==> src/verilog/qsf_pkg.sv <==
// Purpose: Shared constants and types of the quad serial flash front end.
// Assumes: One system clock; serial pins are sampled, not used as clocks.
// Notes:   Rules below.
// Function
// Works with serial clock idling low or high, modes 0 and 3.
// Samples inputs on rising serial clock, changes outputs on falling serial clock.
// Dual output and dual I/O reads use lanes 0 and 1, two bits per clock.
// Quad reads and quad program use four lanes; protect and pause pins are lanes 2, 3.
// Quad commands only run when the quad enable bit is set.
// Pause pin works only with quad enable clear; otherwise it is lane 3.
// Pause halts only serial traffic; running program or erase continue.
// Pause starts at falling pause pin with clock low, else when clock goes low.
// Pause ends at rising pause pin with clock low, else when clock goes low.
// While paused, output is released and serial input and clock are ignored.
// Chip select rising during pause resets the interface and drops the transaction.
// Host raises pause pin before lowering chip select after an abandoned transaction.
// Host drives chip select high whenever the device is not addressed.
// Programming works in 256-byte pages; one program stays within one page.
// Uniform 4 KB erasable sectors of sixteen pages each.
// Uniform 32 KB and 64 KB erasable blocks aligned to their size.
// Continuous reads can wrap in aligned windows of 8, 16, 32 or 64 bytes.
// A 128-bit unique identifier can be read by the host.
// Four 256-byte security areas, each with a one-time lock against writes.
// Quad transfers move four bits per clock.
// Each transaction starts with a one-byte command, MSB first, on rising edges.
// 21-bit address: bits 20-16 block, 20-12 sector, 7-0 page offset.

package qsf_pkg;

  // ----------------------------------------------------------------------
  // Geometry and field positions.
  // ----------------------------------------------------------------------
  localparam int unsigned ADDR_W = 21;
  localparam int unsigned UID_W = 128;
  localparam int unsigned WRAP_BASE_LOG2 = 3;
  localparam int unsigned SREG_LSB = 12;
  localparam logic [ADDR_W-1:0] ADDR_ONE = 21'h000001;
  localparam logic [ADDR_W-1:0] ADDR_ALL = 21'h1FFFFF;
  localparam logic [ADDR_W-1:0] PAGE_MASK = 21'h0000FF;
  localparam logic [ADDR_W-1:0] UID_MASK = 21'h00000F;
  localparam logic [ADDR_W-1:0] SECT_MASK = 21'h000FFF;
  localparam logic [ADDR_W-1:0] BLK32_MASK = 21'h007FFF;
  localparam logic [ADDR_W-1:0] BLK64_MASK = 21'h00FFFF;

  // ----------------------------------------------------------------------
  // Command codes.
  // ----------------------------------------------------------------------
  localparam logic [7:0] CMD_READ = 8'h03;
  localparam logic [7:0] CMD_FAST = 8'h0B;
  localparam logic [7:0] CMD_DOUT = 8'h3B;
  localparam logic [7:0] CMD_DIO = 8'hBB;
  localparam logic [7:0] CMD_QOUT = 8'h6B;
  localparam logic [7:0] CMD_QIO = 8'hEB;
  localparam logic [7:0] CMD_QWORD = 8'hE7;
  localparam logic [7:0] CMD_PROG = 8'h02;
  localparam logic [7:0] CMD_QPROG = 8'h32;
  localparam logic [7:0] CMD_SECT = 8'h20;
  localparam logic [7:0] CMD_BLK32 = 8'h52;
  localparam logic [7:0] CMD_BLK64 = 8'hD8;
  localparam logic [7:0] CMD_UID = 8'h4B;
  localparam logic [7:0] CMD_SREAD = 8'h48;
  localparam logic [7:0] CMD_SPROG = 8'h42;

  // ----------------------------------------------------------------------
  // Phase lengths in bits or dummy clocks, lane codes, drive patterns and synchroniser reset.
  // ----------------------------------------------------------------------
  localparam logic [5:0] CMD_BITS = 6'h08;
  localparam logic [5:0] ADDR_BITS = 6'h18;
  localparam logic [5:0] BYTE_BITS = 6'h08;
  localparam logic [5:0] DUMMY_STD = 6'h08;
  localparam logic [5:0] DUMMY_DIO = 6'h04;
  localparam logic [5:0] DUMMY_QIO = 6'h06;
  localparam logic [5:0] DUMMY_QWORD = 6'h04;
  localparam logic [1:0] LW_X1 = 2'h0;
  localparam logic [1:0] LW_X2 = 2'h1;
  localparam logic [1:0] LW_X4 = 2'h2;
  localparam logic [3:0] OE_X1 = 4'h2;
  localparam logic [3:0] OE_X2 = 4'h3;
  localparam logic [3:0] OE_X4 = 4'hF;
  localparam logic [5:0] SYNC_RST = 6'h1F;

  // ----------------------------------------------------------------------
  // Types.
  // ----------------------------------------------------------------------
  typedef enum logic [1:0] {ER_SECT, ER_BLK32, ER_BLK64} qsf_esize_t;

  typedef struct packed {
    logic known;
    logic quad;
    logic rd;
    logic wr;
    logic er;
    logic uid;
    logic sec;
    logic wrap;
    logic [1:0] ad_lw;
    logic [1:0] dt_lw;
    logic [5:0] dummy;
    qsf_esize_t esize;
  } qsf_cmd_info_t;

  typedef struct packed {
    logic rd;
    logic wr;
    logic sec;
    logic [ADDR_W-1:0] addr;
    logic [7:0] wdata;
  } qsf_mem_req_t;

  typedef struct packed {
    logic valid;
    qsf_esize_t size;
    logic [ADDR_W-1:0] addr;
  } qsf_erase_t;

  typedef struct packed {
    logic valid;
    logic first;
    logic [7:0] data;
  } qsf_fwd_t;

endpackage

==> src/verilog/qsf_front_end.sv <==
// Purpose: Serial interface front end of a quad-lane serial flash.
// Assumes: Serial clock half period is at least four clk_i periods.
// Notes:   Array, status register and protection live outside this block.

module qsf_front_end
  import qsf_pkg::*;
#(
  parameter logic [UID_W-1:0] UNIQUE_ID = 128'h5A5A_0000_1111_2222_3333_4444_5555_A5A5
) (
  input wire logic clk_i,
  input wire logic reset_n_i,
  input wire logic sclk_i,
  input wire logic cs_n_i,
  input wire logic [3:0] data_lane_i,
  input wire logic quad_enable_bit_i,
  input wire logic busy_i,
  input wire logic wrap_en_i,
  input wire logic [1:0] wrap_sel_i,
  input wire logic [3:0] sec_lock_i,
  input wire logic [7:0] mem_rdata_i,
  output logic [3:0] data_lane_o,
  output logic [3:0] data_lane_oe_o,
  output qsf_mem_req_t mem_req_o,
  output qsf_erase_t erase_o,
  output qsf_fwd_t fwd_o,
  output logic paused_o,
  output logic abandon_o
);

  typedef enum {ST_CMD, ST_ADDR, ST_DUMMY, ST_RDATA, ST_WDATA, ST_ERASE, ST_FWD,
                ST_IGNORE} qsf_state_t;

  // ----------------------------------------------------------------------
  // Command decoder.
  // ----------------------------------------------------------------------
  function automatic qsf_cmd_info_t decode(input logic [7:0] c);
    qsf_cmd_info_t i;
    i = '0;
    i.known = 1'b1;
    case (c)
      CMD_READ: i.rd = 1'b1;
      CMD_FAST: begin i.rd = 1'b1; i.dummy = DUMMY_STD; end
      CMD_DOUT: begin i.rd = 1'b1; i.dt_lw = LW_X2; i.dummy = DUMMY_STD; end
      CMD_DIO: begin i.rd = 1'b1; i.ad_lw = LW_X2; i.dt_lw = LW_X2; i.dummy = DUMMY_DIO; end
      CMD_QOUT: begin i.rd = 1'b1; i.quad = 1'b1; i.dt_lw = LW_X4; i.dummy = DUMMY_STD; end
      CMD_QIO:
      begin
        i.rd = 1'b1; i.quad = 1'b1; i.wrap = 1'b1;
        i.ad_lw = LW_X4; i.dt_lw = LW_X4; i.dummy = DUMMY_QIO;
      end
      CMD_QWORD:
      begin
        i.rd = 1'b1; i.quad = 1'b1; i.wrap = 1'b1;
        i.ad_lw = LW_X4; i.dt_lw = LW_X4; i.dummy = DUMMY_QWORD;
      end
      CMD_PROG: i.wr = 1'b1;
      CMD_QPROG: begin i.wr = 1'b1; i.quad = 1'b1; i.dt_lw = LW_X4; end
      CMD_SECT: begin i.er = 1'b1; i.esize = ER_SECT; end
      CMD_BLK32: begin i.er = 1'b1; i.esize = ER_BLK32; end
      CMD_BLK64: begin i.er = 1'b1; i.esize = ER_BLK64; end
      CMD_UID: begin i.rd = 1'b1; i.uid = 1'b1; i.dummy = DUMMY_STD; end
      CMD_SREAD: begin i.rd = 1'b1; i.sec = 1'b1; i.dummy = DUMMY_STD; end
      CMD_SPROG: begin i.wr = 1'b1; i.sec = 1'b1; end
      default: i.known = 1'b0;
    endcase
    return i;
  endfunction

  // Next byte address: page, identifier, wrap window or whole array.
  function automatic logic [ADDR_W-1:0] advance(input logic [ADDR_W-1:0] a,
                                               input qsf_cmd_info_t i,
                                               input logic wrap_en,
                                               input logic [1:0] wsel);
    logic [ADDR_W-1:0] m;
    logic [ADDR_W-1:0] inc;
    inc = a + ADDR_ONE;
    m = (ADDR_ONE << (WRAP_BASE_LOG2 + wsel)) - ADDR_ONE;
    if (i.wr || i.sec)
      m = PAGE_MASK;
    else if (i.uid)
      m = UID_MASK;
    else if (!(i.wrap && wrap_en))
      m = ADDR_ALL;
    return (a & ~m) | (inc & m);
  endfunction

  // ----------------------------------------------------------------------
  // Pin sampling.
  // ----------------------------------------------------------------------
  logic [5:0] pins_f;
  logic sclk_f, csn_f, hold_n;
  logic [3:0] lane_f;

  qsf_sync #(.W(6), .RST(SYNC_RST)) u_sync (
    .clk_i(clk_i),
    .reset_n_i(reset_n_i),
    .async_i({sclk_i, cs_n_i, data_lane_i}),
    .level_o(pins_f)
  );

  assign sclk_f = pins_f[5];
  assign csn_f = pins_f[4];
  assign lane_f = pins_f[3:0];
  assign hold_n = pins_f[3];

  // ----------------------------------------------------------------------
  // Transaction state.
  // ----------------------------------------------------------------------
  qsf_state_t state_q, state_d;
  qsf_cmd_info_t info_q, info_d, dec;
  logic sclk_q, sclk_d, csn_q, csn_d, paused_q, paused_d, wait_q, wait_d;
  logic drive_q, drive_d, abandon_q, abandon_d;
  logic [5:0] cnt_q, cnt_d, len;
  logic [2:0] fcnt_q, fcnt_d;
  logic [1:0] pend_q, pend_d;
  logic [23:0] rx_q, rx_d;
  logic [7:0] tx_q, tx_d, nxt_q, nxt_d, src;
  logic [3:0] fidx_q, fidx_d, out_q, out_d, oe_q, oe_d;
  logic [ADDR_W-1:0] addr_q, addr_d;
  logic [UID_W-1:0] uid_sh;
  logic [1:0] lw;
  logic active, rise, fall, last, fetch;
  qsf_mem_req_t mem_q, mem_d;
  qsf_erase_t er_q, er_d;
  qsf_fwd_t fwd_q, fwd_d;

  // Edges count only while selected and not paused; levels track always.
  assign active = !csn_f && !paused_q && !wait_q;
  assign rise = active && sclk_f && !sclk_q;
  assign fall = active && !sclk_f && sclk_q;
  assign dec = decode(rx_d[7:0]);
  assign uid_sh = UNIQUE_ID << {fidx_q, 3'h0};

  // Lane width and length of the current phase.
  always_comb
  begin
    lw = info_q.dt_lw;
    len = BYTE_BITS >> info_q.dt_lw;
    case (state_q)
      ST_CMD: begin lw = LW_X1; len = CMD_BITS; end
      ST_ADDR: begin lw = info_q.ad_lw; len = ADDR_BITS >> info_q.ad_lw; end
      ST_DUMMY: begin lw = info_q.ad_lw; len = info_q.dummy; end
      ST_FWD: begin lw = LW_X1; len = BYTE_BITS; end
      default: ;
    endcase
    last = (cnt_q + 6'h01) == len;
  end

  // Next-state logic of the whole front end.
  always_comb
  begin
    state_d = state_q;
    info_d = info_q;
    sclk_d = sclk_f;
    csn_d = csn_f;
    paused_d = paused_q;
    wait_d = wait_q;
    drive_d = drive_q;
    abandon_d = 1'b0;
    cnt_d = cnt_q;
    fcnt_d = fcnt_q;
    pend_d = {pend_q[0], 1'b0};
    rx_d = rx_q;
    tx_d = tx_q;
    nxt_d = nxt_q;
    fidx_d = fidx_q;
    out_d = out_q;
    addr_d = addr_q;
    mem_d = '0;
    er_d = '0;
    fwd_d = '0;
    fetch = 1'b0;
    src = (fcnt_q == 3'h0) ? nxt_q : tx_q;
    // Pause follows the pin only while the clock is low and lane 3 is not data.
    if (csn_f || quad_enable_bit_i || wait_q)
      paused_d = 1'b0;
    else if (!sclk_f)
      paused_d = !hold_n;
    // Chip select rising while paused drops the transaction.
    if (csn_f && !csn_q && paused_q)
    begin
      abandon_d = 1'b1;
      wait_d = 1'b1;
    end
    else if (wait_q && csn_f && hold_n)
      wait_d = 1'b0;
    if (rise)
    begin
      case (lw)
        LW_X2: rx_d = {rx_q[21:0], lane_f[1:0]};
        LW_X4: rx_d = {rx_q[19:0], lane_f};
        default: rx_d = {rx_q[22:0], lane_f[0]};
      endcase
    end
    if (csn_f)
    begin
      state_d = ST_CMD;
      cnt_d = '0;
      fcnt_d = '0;
      drive_d = 1'b0;
      if (!csn_q && state_q == ST_ERASE && !paused_q)
      begin
        er_d.valid = 1'b1;
        er_d.size = info_q.esize;
        case (info_q.esize)
          ER_BLK32: er_d.addr = addr_q & ~BLK32_MASK;
          ER_BLK64: er_d.addr = addr_q & ~BLK64_MASK;
          default: er_d.addr = addr_q & ~SECT_MASK;
        endcase
      end
    end
    else if (rise)
    begin
      cnt_d = last ? '0 : cnt_q + 6'h01;
      case (state_q)
        ST_CMD:
          if (last)
          begin
            info_d = dec;
            if (!dec.known)
            begin
              state_d = ST_FWD;
              fwd_d = '{valid: 1'b1, first: 1'b1, data: rx_d[7:0]};
            end
            else if ((dec.quad && !quad_enable_bit_i) || busy_i)
              state_d = ST_IGNORE;
            else
              state_d = ST_ADDR;
          end
        ST_ADDR:
          if (last)
          begin
            addr_d = rx_d[ADDR_W-1:0];
            if (info_q.er)
              state_d = ST_ERASE;
            else if (info_q.dummy != '0)
              state_d = ST_DUMMY;
            else if (info_q.rd)
            begin
              state_d = ST_RDATA;
              fetch = 1'b1;
            end
            else
              state_d = ST_WDATA;
          end
        ST_DUMMY:
          if (last)
          begin
            state_d = ST_RDATA;
            fetch = 1'b1;
          end
        ST_WDATA:
          if (last)
          begin
            mem_d.wr = !(info_q.sec && sec_lock_i[addr_q[SREG_LSB +: 2]]);
            mem_d.sec = info_q.sec;
            mem_d.addr = addr_q;
            mem_d.wdata = rx_d[7:0];
            addr_d = advance(addr_q, info_q, wrap_en_i, wrap_sel_i);
          end
        ST_FWD:
          if (last)
            fwd_d = '{valid: 1'b1, first: 1'b0, data: rx_d[7:0]};
        default: cnt_d = cnt_q;
      endcase
    end
    else if (fall && state_q == ST_RDATA)
    begin
      drive_d = 1'b1;
      case (info_q.dt_lw)
        LW_X2: begin out_d = {2'h0, src[7:6]}; tx_d = {src[5:0], 2'h0}; end
        LW_X4: begin out_d = src[7:4]; tx_d = {src[3:0], 4'h0}; end
        default: begin out_d = {2'h0, src[7], 1'h0}; tx_d = {src[6:0], 1'h0}; end
      endcase
      fcnt_d = ((fcnt_q + 3'h1) == len[2:0]) ? 3'h0 : fcnt_q + 3'h1;
      fetch = (fcnt_q == 3'h0);
    end
    // One fetch per byte; the byte arrives one cycle after the request.
    if (fetch)
    begin
      mem_d.rd = !info_d.uid;
      mem_d.sec = info_d.sec;
      mem_d.addr = addr_d;
      fidx_d = addr_d[3:0];
      pend_d[0] = 1'b1;
      addr_d = advance(addr_d, info_d, wrap_en_i, wrap_sel_i);
    end
    if (pend_q[1])
      nxt_d = info_q.uid ? uid_sh[UID_W-1 -: 8] : mem_rdata_i;
    case (info_q.dt_lw)
      LW_X2: oe_d = OE_X2;
      LW_X4: oe_d = OE_X4;
      default: oe_d = OE_X1;
    endcase
    if (!drive_d || paused_d || csn_f)
      oe_d = '0;
  end

  // Registers of the front end.
  always_ff @(posedge clk_i)
  begin
    if (!reset_n_i)
    begin
      state_q <= ST_CMD;
      info_q <= '0;
      sclk_q <= 1'b0;
      csn_q <= 1'b1;
      paused_q <= 1'b0;
      wait_q <= 1'b0;
      drive_q <= 1'b0;
      abandon_q <= 1'b0;
      cnt_q <= '0;
      fcnt_q <= '0;
      pend_q <= '0;
      rx_q <= '0;
      tx_q <= '0;
      nxt_q <= '0;
      fidx_q <= '0;
      out_q <= '0;
      oe_q <= '0;
      addr_q <= '0;
      mem_q <= '0;
      er_q <= '0;
      fwd_q <= '0;
    end
    else
    begin
      state_q <= state_d;
      info_q <= info_d;
      sclk_q <= sclk_d;
      csn_q <= csn_d;
      paused_q <= paused_d;
      wait_q <= wait_d;
      drive_q <= drive_d;
      abandon_q <= abandon_d;
      cnt_q <= cnt_d;
      fcnt_q <= fcnt_d;
      pend_q <= pend_d;
      rx_q <= rx_d;
      tx_q <= tx_d;
      nxt_q <= nxt_d;
      fidx_q <= fidx_d;
      out_q <= out_d;
      oe_q <= oe_d;
      addr_q <= addr_d;
      mem_q <= mem_d;
      er_q <= er_d;
      fwd_q <= fwd_d;
    end
  end

  assign data_lane_o = out_q;
  assign data_lane_oe_o = oe_q;
  assign mem_req_o = mem_q;
  assign erase_o = er_q;
  assign fwd_o = fwd_q;
  assign paused_o = paused_q;
  assign abandon_o = abandon_q;
endmodule

==> src/verilog/qsf_sync.sv <==
// Purpose: Three-stage pin synchroniser with a two-sample agreement filter.
// Assumes: Inputs are asynchronous to clk_i.
// Notes:   The level changes only when stages two and three agree.

module qsf_sync #(
  parameter int unsigned W = 1,
  parameter logic [W-1:0] RST = '0
) (
  input wire logic clk_i,
  input wire logic reset_n_i,
  input wire logic [W-1:0] async_i,
  output logic [W-1:0] level_o
);

  logic [W-1:0] s1_q, s2_q, s3_q, lvl_q;
  logic [W-1:0] lvl_d;

  // ----------------------------------------------------------------------
  // Agreement filter.
  // ----------------------------------------------------------------------
  // Only stages two and three are compared, never the first stage.
  always_comb
  begin
    lvl_d = ((s2_q ^ s3_q) & lvl_q) | (~(s2_q ^ s3_q) & s2_q);
  end

  // Registers of the chain and the filtered level.
  always_ff @(posedge clk_i)
  begin
    if (!reset_n_i)
    begin
      s1_q <= RST;
      s2_q <= RST;
      s3_q <= RST;
      lvl_q <= RST;
    end
    else
    begin
      s1_q <= async_i;
      s2_q <= s1_q;
      s3_q <= s2_q;
      lvl_q <= lvl_d;
    end
  end

  assign level_o = lvl_q;

endmodule

==> config.mk <==
export PLATFORM = sky130hd
export DESIGN_NAME = qsf_front_end
export DESIGN_NICKNAME = d
export VERILOG_FILES = /design/src/verilog/qsf_pkg.sv /design/src/verilog/qsf_front_end.sv /design/src/verilog/qsf_sync.sv
export SDC_FILE = /design/constraint.sdc
export NUM_CORES = 1
export LEC_CHECK = 0
export BUFFER_PORTS_ARGS = -buffer_cell sky130_fd_sc_hd__buf_4
export CORE_UTILIZATION = 50
export DETAILED_ROUTE_END_ITERATION = 12
export HOLD_SLACK_MARGIN = 0.06
export PLACE_DENSITY_LB_ADDON = 0.1
export SKIP_CTS_REPAIR_TIMING = 1
export SYNTH_ARGS = -nofsm -noshare
export SYNTH_HDL_FRONTEND = slang
export SYNTH_SLANG_ARGS = --single-unit
==> constraint.sdc <==
create_clock -name clk_i -period 8.9 [get_ports clk_i]
set_input_delay 0.445 -clock clk_i [delete_from_list [all_inputs] [get_ports clk_i]]
set_output_delay 0.445 -clock clk_i [all_outputs]
set_load 0.005 [all_outputs]
==> impl_summary.md, run 1 <==
Outcome
The flow ran to the end, and the final reports show no timing, DRC or antenna violations.

Critical path
Of all nets on the critical path, the largest fanout is 41. The critical path's top delay family is simple AND/OR/NAND/NOR gates. In this design, the stage delay of the slowest critical-path cell is 1.07 ns.

For this design, the slowest cell found on the critical path is sky130_fd_sc_hd__ha_1. The type of element capturing the critical path is a register. For the worst setup path, the data arrival time is approximately 6.7 ns. For the worst setup path, the data required time is 9.28 ns.

Walking the worst path, the cells encountered are nor3b_1 -> a222oi_1 -> ha_1 -> a221oi_1 -> or4_1 -> a21boi_0 -> xnor2_1 -> o21bai_1 -> nor4_1 -> o21ai_0 -> nor4_2 -> nor4b_4 -> nor3b_2 -> mux2i_1. The category of the worst setup path launch point is a register. The count of cell instances traversed by the critical path is 14.

The start-to-end type of the worst setup path is reg2reg. The count of buffer and inverter cells on the critical path is 0. For the worst flop-to-flop path, the logic depth is 14.

Power and ir drop
Dividing total power by cell area gives a power density of 146.2 nW/um^2. The static power due to leakage is ~4 nW. The worst-case IR drop observed on VDD is 131.7 uV.

The sum of internal, switching and leakage power is around 1.6 mW.

Logic synthesis
The post-synthesis sequential area ratio is 36.68%. The share of the synthesized area in the top cell type is 36.68%. In the synthesized netlist, the number of instances is 1206.

The commonest cells after synthesis are sky130_fd_sc_hd__nor2_1, sky130_fd_sc_hd__dfxtp_1, sky130_fd_sc_hd__nand2_1. The synthesis warning total is 0. In this run the cell area of the synthesized design comes to 9824 sq um. The biggest area contributor in the post-synthesis netlist is sky130_fd_sc_hd__dfxtp_1. The post-synthesis register bit count is 180. The most frequently used cell type in the post-synthesis netlist is sky130_fd_sc_hd__nor2_1.

The average size of a mapped cell is approximately 8.1 sq um. The number of distinct library cells after synthesis is 98. The number of synthesized flops with an enable pin is 0.

In the post-synthesis netlist, the biggest area contributors are sky130_fd_sc_hd__dfxtp_1, sky130_fd_sc_hd__nor2_1, sky130_fd_sc_hd__a21oi_1. In the synthesized netlist the dominant register cell turns out to be sky130_fd_sc_hd__dfxtp_1. Counting flops with an async set or reset pin after synthesis yields a share of 0%.

Global routing
The number of global-route vias before repair came to 8244. Entering global routing, the biggest net connects 69 pins. The overall routing resource usage is ~30%. The first global-routing pass estimated 45800 um of wire.

The initial antenna violation count is 0. The total overflow left after global routing is 0.

Timing
The final sum of negative setup slack is 0 ns. The final hold violation count was 0. Setup repair after global routing left no endpoint under its margin. For the pin with the worst max-slew slack, the measured transition is about 1.3 ns. The ratio of final minimum period to clock period is a little under three quarters. For this run, the top clock speed supported by timing is about 0.16 GHz.

The total setup violations reported at the end of the flow is 0. The routed design could run at a clock period as short as around 6.3 ns. The number of max-slew violations in the final report came to 0.

The worst relative slew slack is 15.65%. The final clock skew is 0.01427 ns.

Die
The die span in y is 142.2 um. The floorplan step defined a die boundary enclosing 20210 sq um. The cell row count is 50.

For this design the top-level I/O count stands at 101. The initial utilization of the core area, before any placement, comes to 51.83%. The width of the chip is ~140 um. The area of the core is around 19000 sq um.

Min path
The depth of the worst hold-timing path is 2. The tightest min-delay check is of the in2reg type.

Layout
0 antenna diodes ended up in the layout. The number of nets in the final layout is 1293. The synthesis-to-finish area growth is 13.44%. Cells with a size suffix above 1 make up between 10% and 20% of the layout.

Routing
In the final routed layout, each cell accounts on average for approximately 19 um. The average via count per standard cell is 6.004. The violation count after the first detailed-route iteration is 899. The detailed router placed 9126 vias in this run. The first detailed-routing pass took 6 iterations.

The remaining design rule violation count is 0. The remaining antenna violation count is 0. The routed design has 29130 um of wire.

Flow run
Across the run, the number of max-cap violations was 0.

Clock tree
Clock-pin slew was measured on the worst setup and hold paths at around 0.07 ns. The root buffer cell chosen for the clock tree is sky130_fd_sc_hd__clkbuf_16. The later pin in the worst-skew pair is clocked with a latency of 0.45 ns. TritonCTS created 17 clock buffers. The clock tree from TritonCTS is done. The clock tree synthesis step divided the H-tree into 4 levels. The number of sinks handled by clock tree synthesis is 180.

The clock passes through at most 2 buffers.

Placement
Routability-driven placement finished with a final weighted congestion of 0.9701. Port buffering added 88 buffers. The HPWL after detailed placement is 20980 um.
==> worst reg2reg max path, stage by stage (launching register included) <==
cell	delay, ns
sky130_fd_sc_hd__dfxtp_1	0.95
sky130_fd_sc_hd__nor3b_1	0.43
sky130_fd_sc_hd__a222oi_1	0.19
sky130_fd_sc_hd__ha_1	1.07
sky130_fd_sc_hd__a221oi_1	0.14
sky130_fd_sc_hd__or4_1	0.58
sky130_fd_sc_hd__a21boi_0	0.24
sky130_fd_sc_hd__xnor2_1	0.34
sky130_fd_sc_hd__o21bai_1	0.15
sky130_fd_sc_hd__nor4_1	0.49
sky130_fd_sc_hd__o21ai_0	0.29
sky130_fd_sc_hd__nor4_2	0.48
sky130_fd_sc_hd__nor4b_4	0.45
sky130_fd_sc_hd__nor3b_2	0.26
sky130_fd_sc_hd__mux2i_1	0.19
==> flip-flops by register name, summed over array words and instances (netlist names), 4 cells and up, named ones only <==
signal / cells
u_sync.s1_q: 6
mem_req_o: 32
erase_o: 12
cnt_q: 6
rx_q: 21
info_q: 15
nxt_q: 8
addr_q: 21
tx_q: 7
u_sync.s3_q: 6
fwd_o: 10
u_sync.s2_q: 6
data_lane_o: 4
==> cell usage in the layout, fill, tap and decap left out, types with 6 or more instances in the layout <==
cell type and count:
sky130_fd_sc_hd__o211ai_1 10, sky130_fd_sc_hd__nand2_1 96, sky130_fd_sc_hd__nand2b_1 27, sky130_fd_sc_hd__a221oi_1 10, sky130_fd_sc_hd__and2_1 23, sky130_fd_sc_hd__a31o_2 7, sky130_fd_sc_hd__xor2_1 11, sky130_fd_sc_hd__clkbuf_16 17
sky130_fd_sc_hd__a211oi_1 17, sky130_fd_sc_hd__nand3_1 25, sky130_fd_sc_hd__ha_1 20, sky130_fd_sc_hd__or3_1 10, sky130_fd_sc_hd__o22ai_1 6, sky130_fd_sc_hd__a22oi_1 26, sky130_fd_sc_hd__xnor2_1 14, sky130_fd_sc_hd__mux2_2 8
sky130_fd_sc_hd__or2_2 10, sky130_fd_sc_hd__mux2i_1 27, sky130_fd_sc_hd__nor2_1 185, sky130_fd_sc_hd__buf_4 100, sky130_fd_sc_hd__conb_1 16, sky130_fd_sc_hd__o31ai_1 8, sky130_fd_sc_hd__nor2b_1 16, sky130_fd_sc_hd__nand4_1 8
sky130_fd_sc_hd__and3_1 18, sky130_fd_sc_hd__nand3b_1 6, sky130_fd_sc_hd__dfxtp_1 180, sky130_fd_sc_hd__nor4_1 16, sky130_fd_sc_hd__o21ai_0 30, sky130_fd_sc_hd__a21oi_1 91, sky130_fd_sc_hd__nor3_1 39, sky130_fd_sc_hd__inv_1 35
==> path summary, 6_finish.rpt <==
| check | startpoint | to | slack, ns |
|---|---|---|---|
| setup / recovery | state_q[1] | addr_q[20] | 2.59 |
| hold / removal | data_lane_i[3] | u_sync.s1_q[3] | 0.18 |
| setup reg to reg | state_q[1] | addr_q[20] | 2.59 |
| hold reg to reg | u_sync.s1_q[3] | u_sync.s2_q[3] | 0.41 |
==> layer usage <==
layer,wire length (um),vias to the layer above,share of wire [%],track usage [%]
met4,704,0,2.4,11.26
met2,12410,414,43,43.24
li1,-,4410,-,-
met1,14080,4249,48,42.92
met5,0,-,0,0
met3,1943,53,6.7,4.980
==> area by class of cell <==
cell class	instances	area (sq um)
clock buffers	19	442.9
clock inverters	12	166.4
fillers	1755	7811
inverters	36	135.1
multi-input cells	913	5720
flip-flops and latches	180	3603
well taps	260	325.3
repair buffers	100	750.7
==> kinds of logic after synthesis <==
logic type | count (synthesis) | synth area share [%]
compound gates | 303 | 22.50
xor+xnor | 26 | 2.471
fa+ha+maj | 20 | 2.547
buf+inv | 127 | 5.693
flops | 180 | 36.68
mux | 36 | 3.897
other cells | 2 | 0.07644
simple gates | 512 | 26.13
==> stage by stage <==
stage	cell area, sq um	utilization (%)	setup slack [ns]	hold WS, ns	cells
floorplan	9877	-	4.011	0.3863	1220
global placement	10540	55.58	3.014	0.3905	1489
detailed placement	10540	55.58	2.884	0.3963	1489
CTS	11140	58.79	2.821	0.1755	1520
global route	11140	58.79	2.002	0.1755	1520
finish	11140	58.79	2.589	0.1791	1520
==> power by group <==
group	switching, mW	internal (mW)	leakage [nW]
Sequential	0.00149	0.808	1.45
Combinational	0.0187	0.0117	2.29
Clock	0.335	0.454	0.297
Power figures use the tool's default switching activity.
==> run 2: changes to the inputs <==
- ABC_AREA: default -> 1
- clock period: 8.9 -> 5.5 ns (I/O delays scaled with it)
==> run 2 against run 1 <==
- sequential cell count did not move
- hold slack got worse by 0.14 ns
- largest cell class unchanged
- area after synthesis rose by 0.89%
==> impl_summary.md, run 2 <==
Outcome
The flow ran to the end, and the final reports show no timing, DRC or antenna violations.

Logic synthesis
In this run, synthesis inferred 0 flip-flops with an integrated enable. The synthesis warning total is 0. The number of different library cells used by synthesis comes to 49. Among all cell types in the netlist, the one instantiated most often is sky130_fd_sc_hd__nand2_1.

The top cell type by area accounts for 36.35% of the synthesized area. The post-synthesis instance area is 9912 sq um. The post-synthesis register bit count is 180.

The most used flip-flop cell after synthesis is sky130_fd_sc_hd__dfxtp_1. The share of async-settable or async-resettable flops after synthesis is 0%. Sorting the synthesized cells by how often they occur yields sky130_fd_sc_hd__nand2_1, sky130_fd_sc_hd__dfxtp_1, sky130_fd_sc_hd__nor2_1.

Synthesis produced 1458 cells. By area the synthesized netlist is led by sky130_fd_sc_hd__dfxtp_1, sky130_fd_sc_hd__nand2_1, sky130_fd_sc_hd__nor2_1. Sequential elements use 36.35% of the synthesized area. The largest total area in the synthesized netlist belongs to sky130_fd_sc_hd__dfxtp_1. In this run the mean area of a mapped cell was roughly 6.8 sq um.

Clock tree
Clock tree synthesis inserted a total of 17 buffers. The number of H-tree levels is 4. The clock reaches the later pin of the worst-skew pair after 0.44 ns.

The number of sinks handled by clock tree synthesis is 180. Counting along the longest clock path gives a buffer depth of 2. Clock-pin slew was measured on the worst setup and hold paths at ~0.080 ns. In this run the clock root is driven by a sky130_fd_sc_hd__clkbuf_16.

TritonCTS built the clock tree.

Power and ir drop
The sum of internal, switching and leakage power is 2.611 mW. The largest voltage drop on the vdd net is 193.6 uV. The power density of the placed cells is 231.7 nW/um^2. For this design the static power due to leakage is around 4.9 nW.

Critical path
The worst register-to-register path begins at state_q[1]. The cell family contributing the most delay on the critical path is simple AND/OR/NAND/NOR gates. The worst-case register-to-register setup slack is a little over 0.6 ns. Counting both buffers and inverters, the worst setup path holds a total of 6.

STA puts the critical path data arrival time at 5.27 ns. The endpoint identified for the worst register-to-register timing path is fwd_o[6]. The maximum fanout along the worst path is 26. For this run, the slowest stage of the critical path takes a little over 0.6 ns. STA puts the critical path data required time at 5.87 ns. The category of the worst setup path launch point is a register. On the critical path, the stage with the largest delay is an instance of sky130_fd_sc_hd__ha_1.

The length in cells of the worst reg-to-reg path is 25. The worst setup path is captured at a register. The start-to-end type of the worst setup path is reg2reg.

Global routing
The leftover overflow at the end of global routing is 0. The number of global-route vias before repair is 8620. The global-route wire length before repair is 45140 um. The initial antenna violation count is 0. The overall routing resource usage is ~28%.

Entering global routing, the biggest net connects 56 pins.

Timing
After layout, the worst path uses 88.97% of the clock period. Measured against its own limit, the worst slew margin works out to 24.83%. The final hold violation count is 0. The number of max-slew violations in the final report is 0. The final sum of negative setup slack is 0 ns. The final worst slack is roughly 0.61 ns. The post-layout minimum cycle time is 4.893 ns. Static timing analysis puts the maximum clock frequency at 0.2044 GHz.

At the pin with the least slew margin, the transition time is between 1 and 1.5 ns. The total setup violations reported at the end of the flow is 0. The final clock skew is 0.01428 ns.

Setup repair after global routing left no endpoint under its margin.

Die
From bottom edge to top edge, the die measures around 140 um. During I/O placement, the number of pins put on the boundary was between 100 and 150. The initial core utilization is 50.93%. The area of the core is roughly 19000 sq um. The die covers around 20000 sq um. The width of the chip is 142.8 um. The cell row count is between 50 and 60.

Layout
Counting the fill cells in the layout gives 1959. The non-filler instance count after layout is between 1500 and 2000. Relative to the synthesized area, the layout overhead comes to 13.70%. The number of antenna diodes in the final layout is 0. The leading cell type in the layout, fill and taps excluded is sky130_fd_sc_hd__nand2_1.

In the layout the commonest cells are sky130_fd_sc_hd__nand2_1, sky130_fd_sc_hd__dfxtp_1, sky130_fd_sc_hd__nor2_1. With fillers left out, the area of the finished cells amounts to 11270 sq um. The register with the most flip-flops in the layout has 32 of them. The proportion of layout cells with a drive suffix above 1 is 13.82%.

After the last flow step, the layout net total stands at 1566.

Routing
The detail route stage leaves a number of antenna-violating nets equal to 0. The wire length reported by the detailed router is 27950 um. The routed via count is 9634.

The remaining design rule violation count is 0. The first TritonRoute pass finished after 5 iterations. Dividing the detail-routed wire length by the instance count gives 15.54 um. For this block, the initial DRC count from the detailed router was 876.

The average via count per standard cell is 5.355.

Flow run
The max-cap violation count is 0.

Min path
For hold timing, the worst endpoint is u_sync.s1_q[5]. The tightest min-delay check is of the in2reg type. In this run the most critical hold path is launched from sclk_i. The depth of the worst hold-timing path is 3.

Placement
The HPWL after detailed placement is 20190 um. In this run the cell area measured after placement is between 10000 and 15000 sq um. The count of input and output buffers is 88. The setup slack after placement is 0.8028 ns.

The number of cells in the design after placement is 1762. At the end of routability-driven placement, the weighted congestion stood at between 0.9 and 1.
## run 2: cell types whose count changed after synthesis, moves of 26 or more
| cell | previous run | this run |
|---|---|---|
| sky130_fd_sc_hd__nand2_1 | 96 | 369 |
| sky130_fd_sc_hd__nor2_1 | 185 | 157 |
| sky130_fd_sc_hd__o21ai_0 | 30 | 84 |
| sky130_fd_sc_hd__nand2b_1 | 27 | 0 |
| sky130_fd_sc_hd__nand3_1 | 25 | 103 |
| sky130_fd_sc_hd__inv_1 | 35 | 153 |
| sky130_fd_sc_hd__clkbuf_1 | 58 | 32 |
## run 2: worst register-to-register path, cell delays in order, from the launching register on
cell	delay [ns]
sky130_fd_sc_hd__dfxtp_1	0.57
sky130_fd_sc_hd__nand2_1	0.10
sky130_fd_sc_hd__nor2_1	0.20
sky130_fd_sc_hd__inv_1	0.06
sky130_fd_sc_hd__nand2_1	0.07
sky130_fd_sc_hd__inv_1	0.07
sky130_fd_sc_hd__o22ai_1	0.21
sky130_fd_sc_hd__inv_1	0.07
sky130_fd_sc_hd__ha_1	0.62
sky130_fd_sc_hd__inv_1	0.47
sky130_fd_sc_hd__nand3_1	0.20
sky130_fd_sc_hd__o21ai_0	0.12
sky130_fd_sc_hd__nand2_1	0.09
sky130_fd_sc_hd__o21ai_0	0.25
sky130_fd_sc_hd__nand2_1	0.23
sky130_fd_sc_hd__inv_1	0.07
sky130_fd_sc_hd__nand2_1	0.12
sky130_fd_sc_hd__nor2_1	0.07
sky130_fd_sc_hd__nand3_1	0.09
sky130_fd_sc_hd__nand3_1	0.15
sky130_fd_sc_hd__nor3_1	0.22
sky130_fd_sc_hd__nand3_1	0.17
sky130_fd_sc_hd__nand3b_1	0.22
sky130_fd_sc_hd__nand2_1	0.13
sky130_fd_sc_hd__inv_1	0.13
sky130_fd_sc_hd__nor2_1	0.12
## run 2: kinds of logic (layout without fill, tap and decap cells)
logic type	Yosys count	count (layout)	share of synthesized area [%]
AND/OR/NAND/NOR	745	745	33.62
AO/OA/AOI/OAI	249	249	14.62
buffers and inverters	233	295	10.14
flip-flops	180	180	36.35
XOR/XNOR	21	21	1.856
adder cells (fa/ha/maj)	20	20	2.525
multiplexers	8	8	0.8205
other	2	16	0.07577
## run 2: power by group
group	switching [mW]	internal [mW]	total, mW
sequential	0.00217	1.31	1.31
clock	0.592	0.660	1.25
combinational	0.0288	0.0209	0.0497
## run 2: worst max-delay path by stage
| stage | start | to | slack, ns | depth (start not counted) |
|---|---|---|---|---|
| after floorplan | state_q[0] | addr_q[13] | 2.09 | 27 |
| after global placement | state_q[1] | fwd_o[4] | 0.79 | 25 |
| after detailed placement | state_q[1] | fwd_o[6] | 0.80 | 25 |
| after CTS | state_q[1] | fwd_o[6] | 0.74 | 25 |
| after global routing | state_q[1] | fwd_o[6] | 0.06 | 25 |
| final | state_q[1] | fwd_o[6] | 0.61 | 25 |
## run 2: final cells by class
| type | count | area [sq um] | area share (%) |
|---|---|---|---|
| clock inverter | 14 | 157.7 | 1.399 |
| tap | 265 | 331.6 | 2.942 |
| clock buffer | 18 | 439.2 | 3.897 |
| inverter | 163 | 613.1 | 5.440 |
| multi-input combinational | 1059 | 5361 | 47.57 |
| sequential | 180 | 3603 | 31.98 |
| timing repair buffer | 100 | 763.2 | 6.772 |
## run 2: per-stage QoR
stage | utilization, % | hold WS, ns
after global placement | 54.58 | 0.3978
after global routing | 57.90 | 0.06619
after detailed placement | 54.58 | 0.4028
after floorplan | - | 0.3726
after CTS | 57.65 | 0.007401
final | 57.90 | 0.03962
## run 2: metal layers
metal,GRT usage (%),share of wire [%],vias up
met4,7.527,1.2,0
met1,41.97,49,4407
li1,-,-,4852
met2,42.18,42,352
met3,4.997,7.8,23
met5,0,0,-
==> run 3: changes to the inputs <==
- REMOVE_ABC_BUFFERS: default -> 1
==> run 3 against run 2 <==
- worst setup slack worse by 0.013 ns
- critical path depth is 2 lower
- sequential cell count stayed put
- clock skew is 0.0043 ns lower
- sequential share of layout area is 0.22 points lower
- wire length is 4.2% higher
- die area stayed put
- global-route usage is 0.92 points higher
- hold slack better by 0.096 ns
- largest power group is now the clock network
==> impl_summary.md, run 3 (synthesized netlist as in run 2, its figures left out) <==
Routing
Once detail routing completed, the nets flagged for antenna violations numbered 0. The routed design uses 1584 um of met3 wire. The count of TritonRoute iterations in the first routing pass is 7. The wire length reported by the detailed router is 29140 um. Signal routing reaches up to met4.

The detailed route wirelength on metal2 is about 13000 um. For this run, design rule violations remaining after detail routing come to 0. Dividing the detail-routed wire length by the instance count gives 16.16 um. The average via count per standard cell is 5.365. The routed length on met1 is 13030 um.

The routed via count is 9673. The violation count after the first detailed-route iteration is between 700 and 800.

Die
The total area inside the core boundary comes to 19460 sq um. The area of the die is 20390 sq um. The cell row count is 51. The die span in y is 142.8 um. The number of top-level pins is 101. The width of the chip is 142.8 um.

The initial utilization of the core area, before any placement, comes to between 50 and 60%.

Timing
The post-layout minimum cycle time is 4.907 ns. The final hold violation count is 0. The number of max-slew violations in the final report is 0. The maximum operating frequency is 0.2038 GHz. The total setup violations reported at the end of the flow is 0. Setup repair after global routing left no endpoint under its margin. Headroom to the max-slew limit came out at 24.69%. The final sum of negative setup slack is 0 ns.

In the finished design, the share of the clock period the worst path needs comes to 89.22%. For the pin with the worst max-slew slack, the measured transition is 1.128 ns. On the final layout, the worst clock skew is slightly below 0.01 ns.

Global routing
The initial antenna violation count is 0. The global-route wire length before repair is 46280 um. The largest net degree at the start of global routing is 54.

For this run the aggregate overflow at the end of global routing stands at 0. Global routing used 29.35% of the available tracks. The number of global-route vias before repair is 8910.

Power and ir drop
The largest voltage drop on the vdd net is 203.7 uV. The sum of internal, switching and leakage power is 2.717 mW. The static power due to leakage is slightly below 5 nW.

The power density of the placed cells is between 200 and 250 nW/um^2.

Placement
The count of input and output buffers is 88. At the end of routability-driven placement, the weighted congestion stood at about 0.93. Detailed placement ended at an HPWL of 20990 um.

Layout
The layout filler cell count is 1942. The flip-flop count of the largest register, all copies and words added is 32. The synthesis-to-finish area growth is 14.49%.

After the last flow step, the layout net total stands at 1570. The leading cell type in the layout, fill and taps excluded is sky130_fd_sc_hd__nand2_1. The multi-input combinational cells in the finished layout cover a total of 5361 sq um. The post-route netlist has 13.91% of its cells at a drive strength greater than 1.

Once layout is complete, the utilization of the core stands at between 50% and 60%. Leaving out fill and tap cells, the most frequent cells in the layout are sky130_fd_sc_hd__nand2_1, sky130_fd_sc_hd__dfxtp_1, sky130_fd_sc_hd__nor2_1. Registers take 3603 sq um.

The number of antenna repair diodes is 0.

Critical path
STA puts the critical path data arrival time at 5.23 ns. The type of element capturing the critical path is a register. For flop-to-flop paths, the worst setup slack is 0.59 ns. The length in cells of the worst reg-to-reg path is 23. The maximum fanout along the worst path is 26. The start-to-end type of the worst setup path is reg2reg. The required arrival time at the worst endpoint is 5.83 ns. The critical path's top delay family is simple AND/OR/NAND/NOR gates. The worst setup path is launched from a register. The critical path goes through nand2_1 -> nor2_1 -> inv_1 -> nand2_1 -> inv_1 -> o22ai_1 -> inv_1 -> ha_1 -> inv_1 -> o21ai_0 -> nand2_1 -> o21ai_1 -> nand2_1 -> nor2_1 -> nand4_1 -> nand2_1 -> inv_1 -> nand2_2 -> nor2_1 -> a21oi_1 -> nand3_1 -> o21ai_1 -> a21oi_1. For this run, the slowest stage of the critical path takes 0.63 ns. The endpoint identified for the worst register-to-register timing path is addr_q[3]. The startpoint identified for the worst register-to-register timing path is state_q[1]. The slowest library cell on the worst path is sky130_fd_sc_hd__ha_1. Counting both buffers and inverters, the worst setup path holds a total of 5.

Min path
The end point of the most critical hold path is nxt_q[4]. The depth of the worst hold-timing path is 3. The class of the tightest hold or removal check is in2reg. The startpoint identified for the worst hold timing path is mem_rdata_i[4].

Clock tree
The CTS root buffer is sky130_fd_sc_hd__clkbuf_16. The clock tree from TritonCTS is done. The insertion delay of the later-clocked pin in the worst-skew pair is 0.43 ns.

The clock passes through at most 2 buffers. Clock-pin slew was measured on the worst setup and hold paths at 0.08 ns. The H-tree was split into 4 levels. The number of buffers added by the clock tree synthesis step is 17. The number of sinks handled by clock tree synthesis is 180.

Flow run
The max-cap violation count is 0.

Outcome
The run finished with clean final reports.
## run 3: layer usage
metal | global-route usage [%] | vias up
met5 | 0 | -
met4 | 13.87 | 0
met3 | 4.795 | 69
met2 | 47.76 | 314
met1 | 37.87 | 4426
li1 | - | 4864
## run 3: worst reg2reg max path: stages (launching register included)
cell	delay, ns
sky130_fd_sc_hd__dfxtp_1	0.56
sky130_fd_sc_hd__nand2_1	0.10
sky130_fd_sc_hd__nor2_1	0.20
sky130_fd_sc_hd__inv_1	0.06
sky130_fd_sc_hd__nand2_1	0.07
sky130_fd_sc_hd__inv_1	0.07
sky130_fd_sc_hd__o22ai_1	0.21
sky130_fd_sc_hd__inv_1	0.08
sky130_fd_sc_hd__ha_1	0.63
sky130_fd_sc_hd__inv_1	0.48
sky130_fd_sc_hd__o21ai_0	0.36
sky130_fd_sc_hd__nand2_1	0.09
sky130_fd_sc_hd__o21ai_1	0.43
sky130_fd_sc_hd__nand2_1	0.15
sky130_fd_sc_hd__nor2_1	0.22
sky130_fd_sc_hd__nand4_1	0.15
sky130_fd_sc_hd__nand2_1	0.21
sky130_fd_sc_hd__inv_1	0.12
sky130_fd_sc_hd__nand2_2	0.11
sky130_fd_sc_hd__nor2_1	0.07
sky130_fd_sc_hd__a21oi_1	0.13
sky130_fd_sc_hd__nand3_1	0.10
sky130_fd_sc_hd__o21ai_1	0.15
sky130_fd_sc_hd__a21oi_1	0.05
## run 3: how the worst max path moves through the flow
stage	slack (ns)	endpoint	cells after the start	startpoint
5_1_grt	0.07	fwd_o[5]	25	state_q[1]
2_1_floorplan	1.74	addr_q[13]	25	state_q[1]
4_1_cts	0.73	fwd_o[2]	25	state_q[1]
3_5_place_dp	0.79	fwd_o[2]	25	state_q[1]
6_report	0.59	addr_q[3]	23	state_q[1]
3_3_place_gp	0.84	fwd_o[4]	25	state_q[1]
## run 3: final cells by class
| cell class | instances | share of cell area [%] |
|---|---|---|
| Tap cell | 265 | 2.922 |
| Clock buffer | 18 | 3.782 |
| Multi-Input combinational cell | 1059 | 47.24 |
| Sequential cell | 180 | 31.75 |
| Clock inverter | 14 | 1.885 |
| Inverter | 163 | 5.402 |
| Timing Repair Buffer | 104 | 7.012 |
## run 3: report_power, final
part           internal (mW)  total (mW)  switching (mW)
clock network          0.778        1.36           0.580
logic                 0.0218      0.0507          0.0289
registers               1.31        1.31         0.00201
## run 3: stage by stage
step,hold WS (ns),instance area (sq um),instances,setup slack (ns)
after floorplan,0.3438,9573,1402,1.739
after global placement,0.3930,10650,1765,0.8421
after detailed placement,0.3956,10650,1765,0.7905
after CTS,0.01243,11290,1797,0.7305
after global routing,0.1379,11350,1803,0.06699
final,0.1354,11350,1803,0.5931
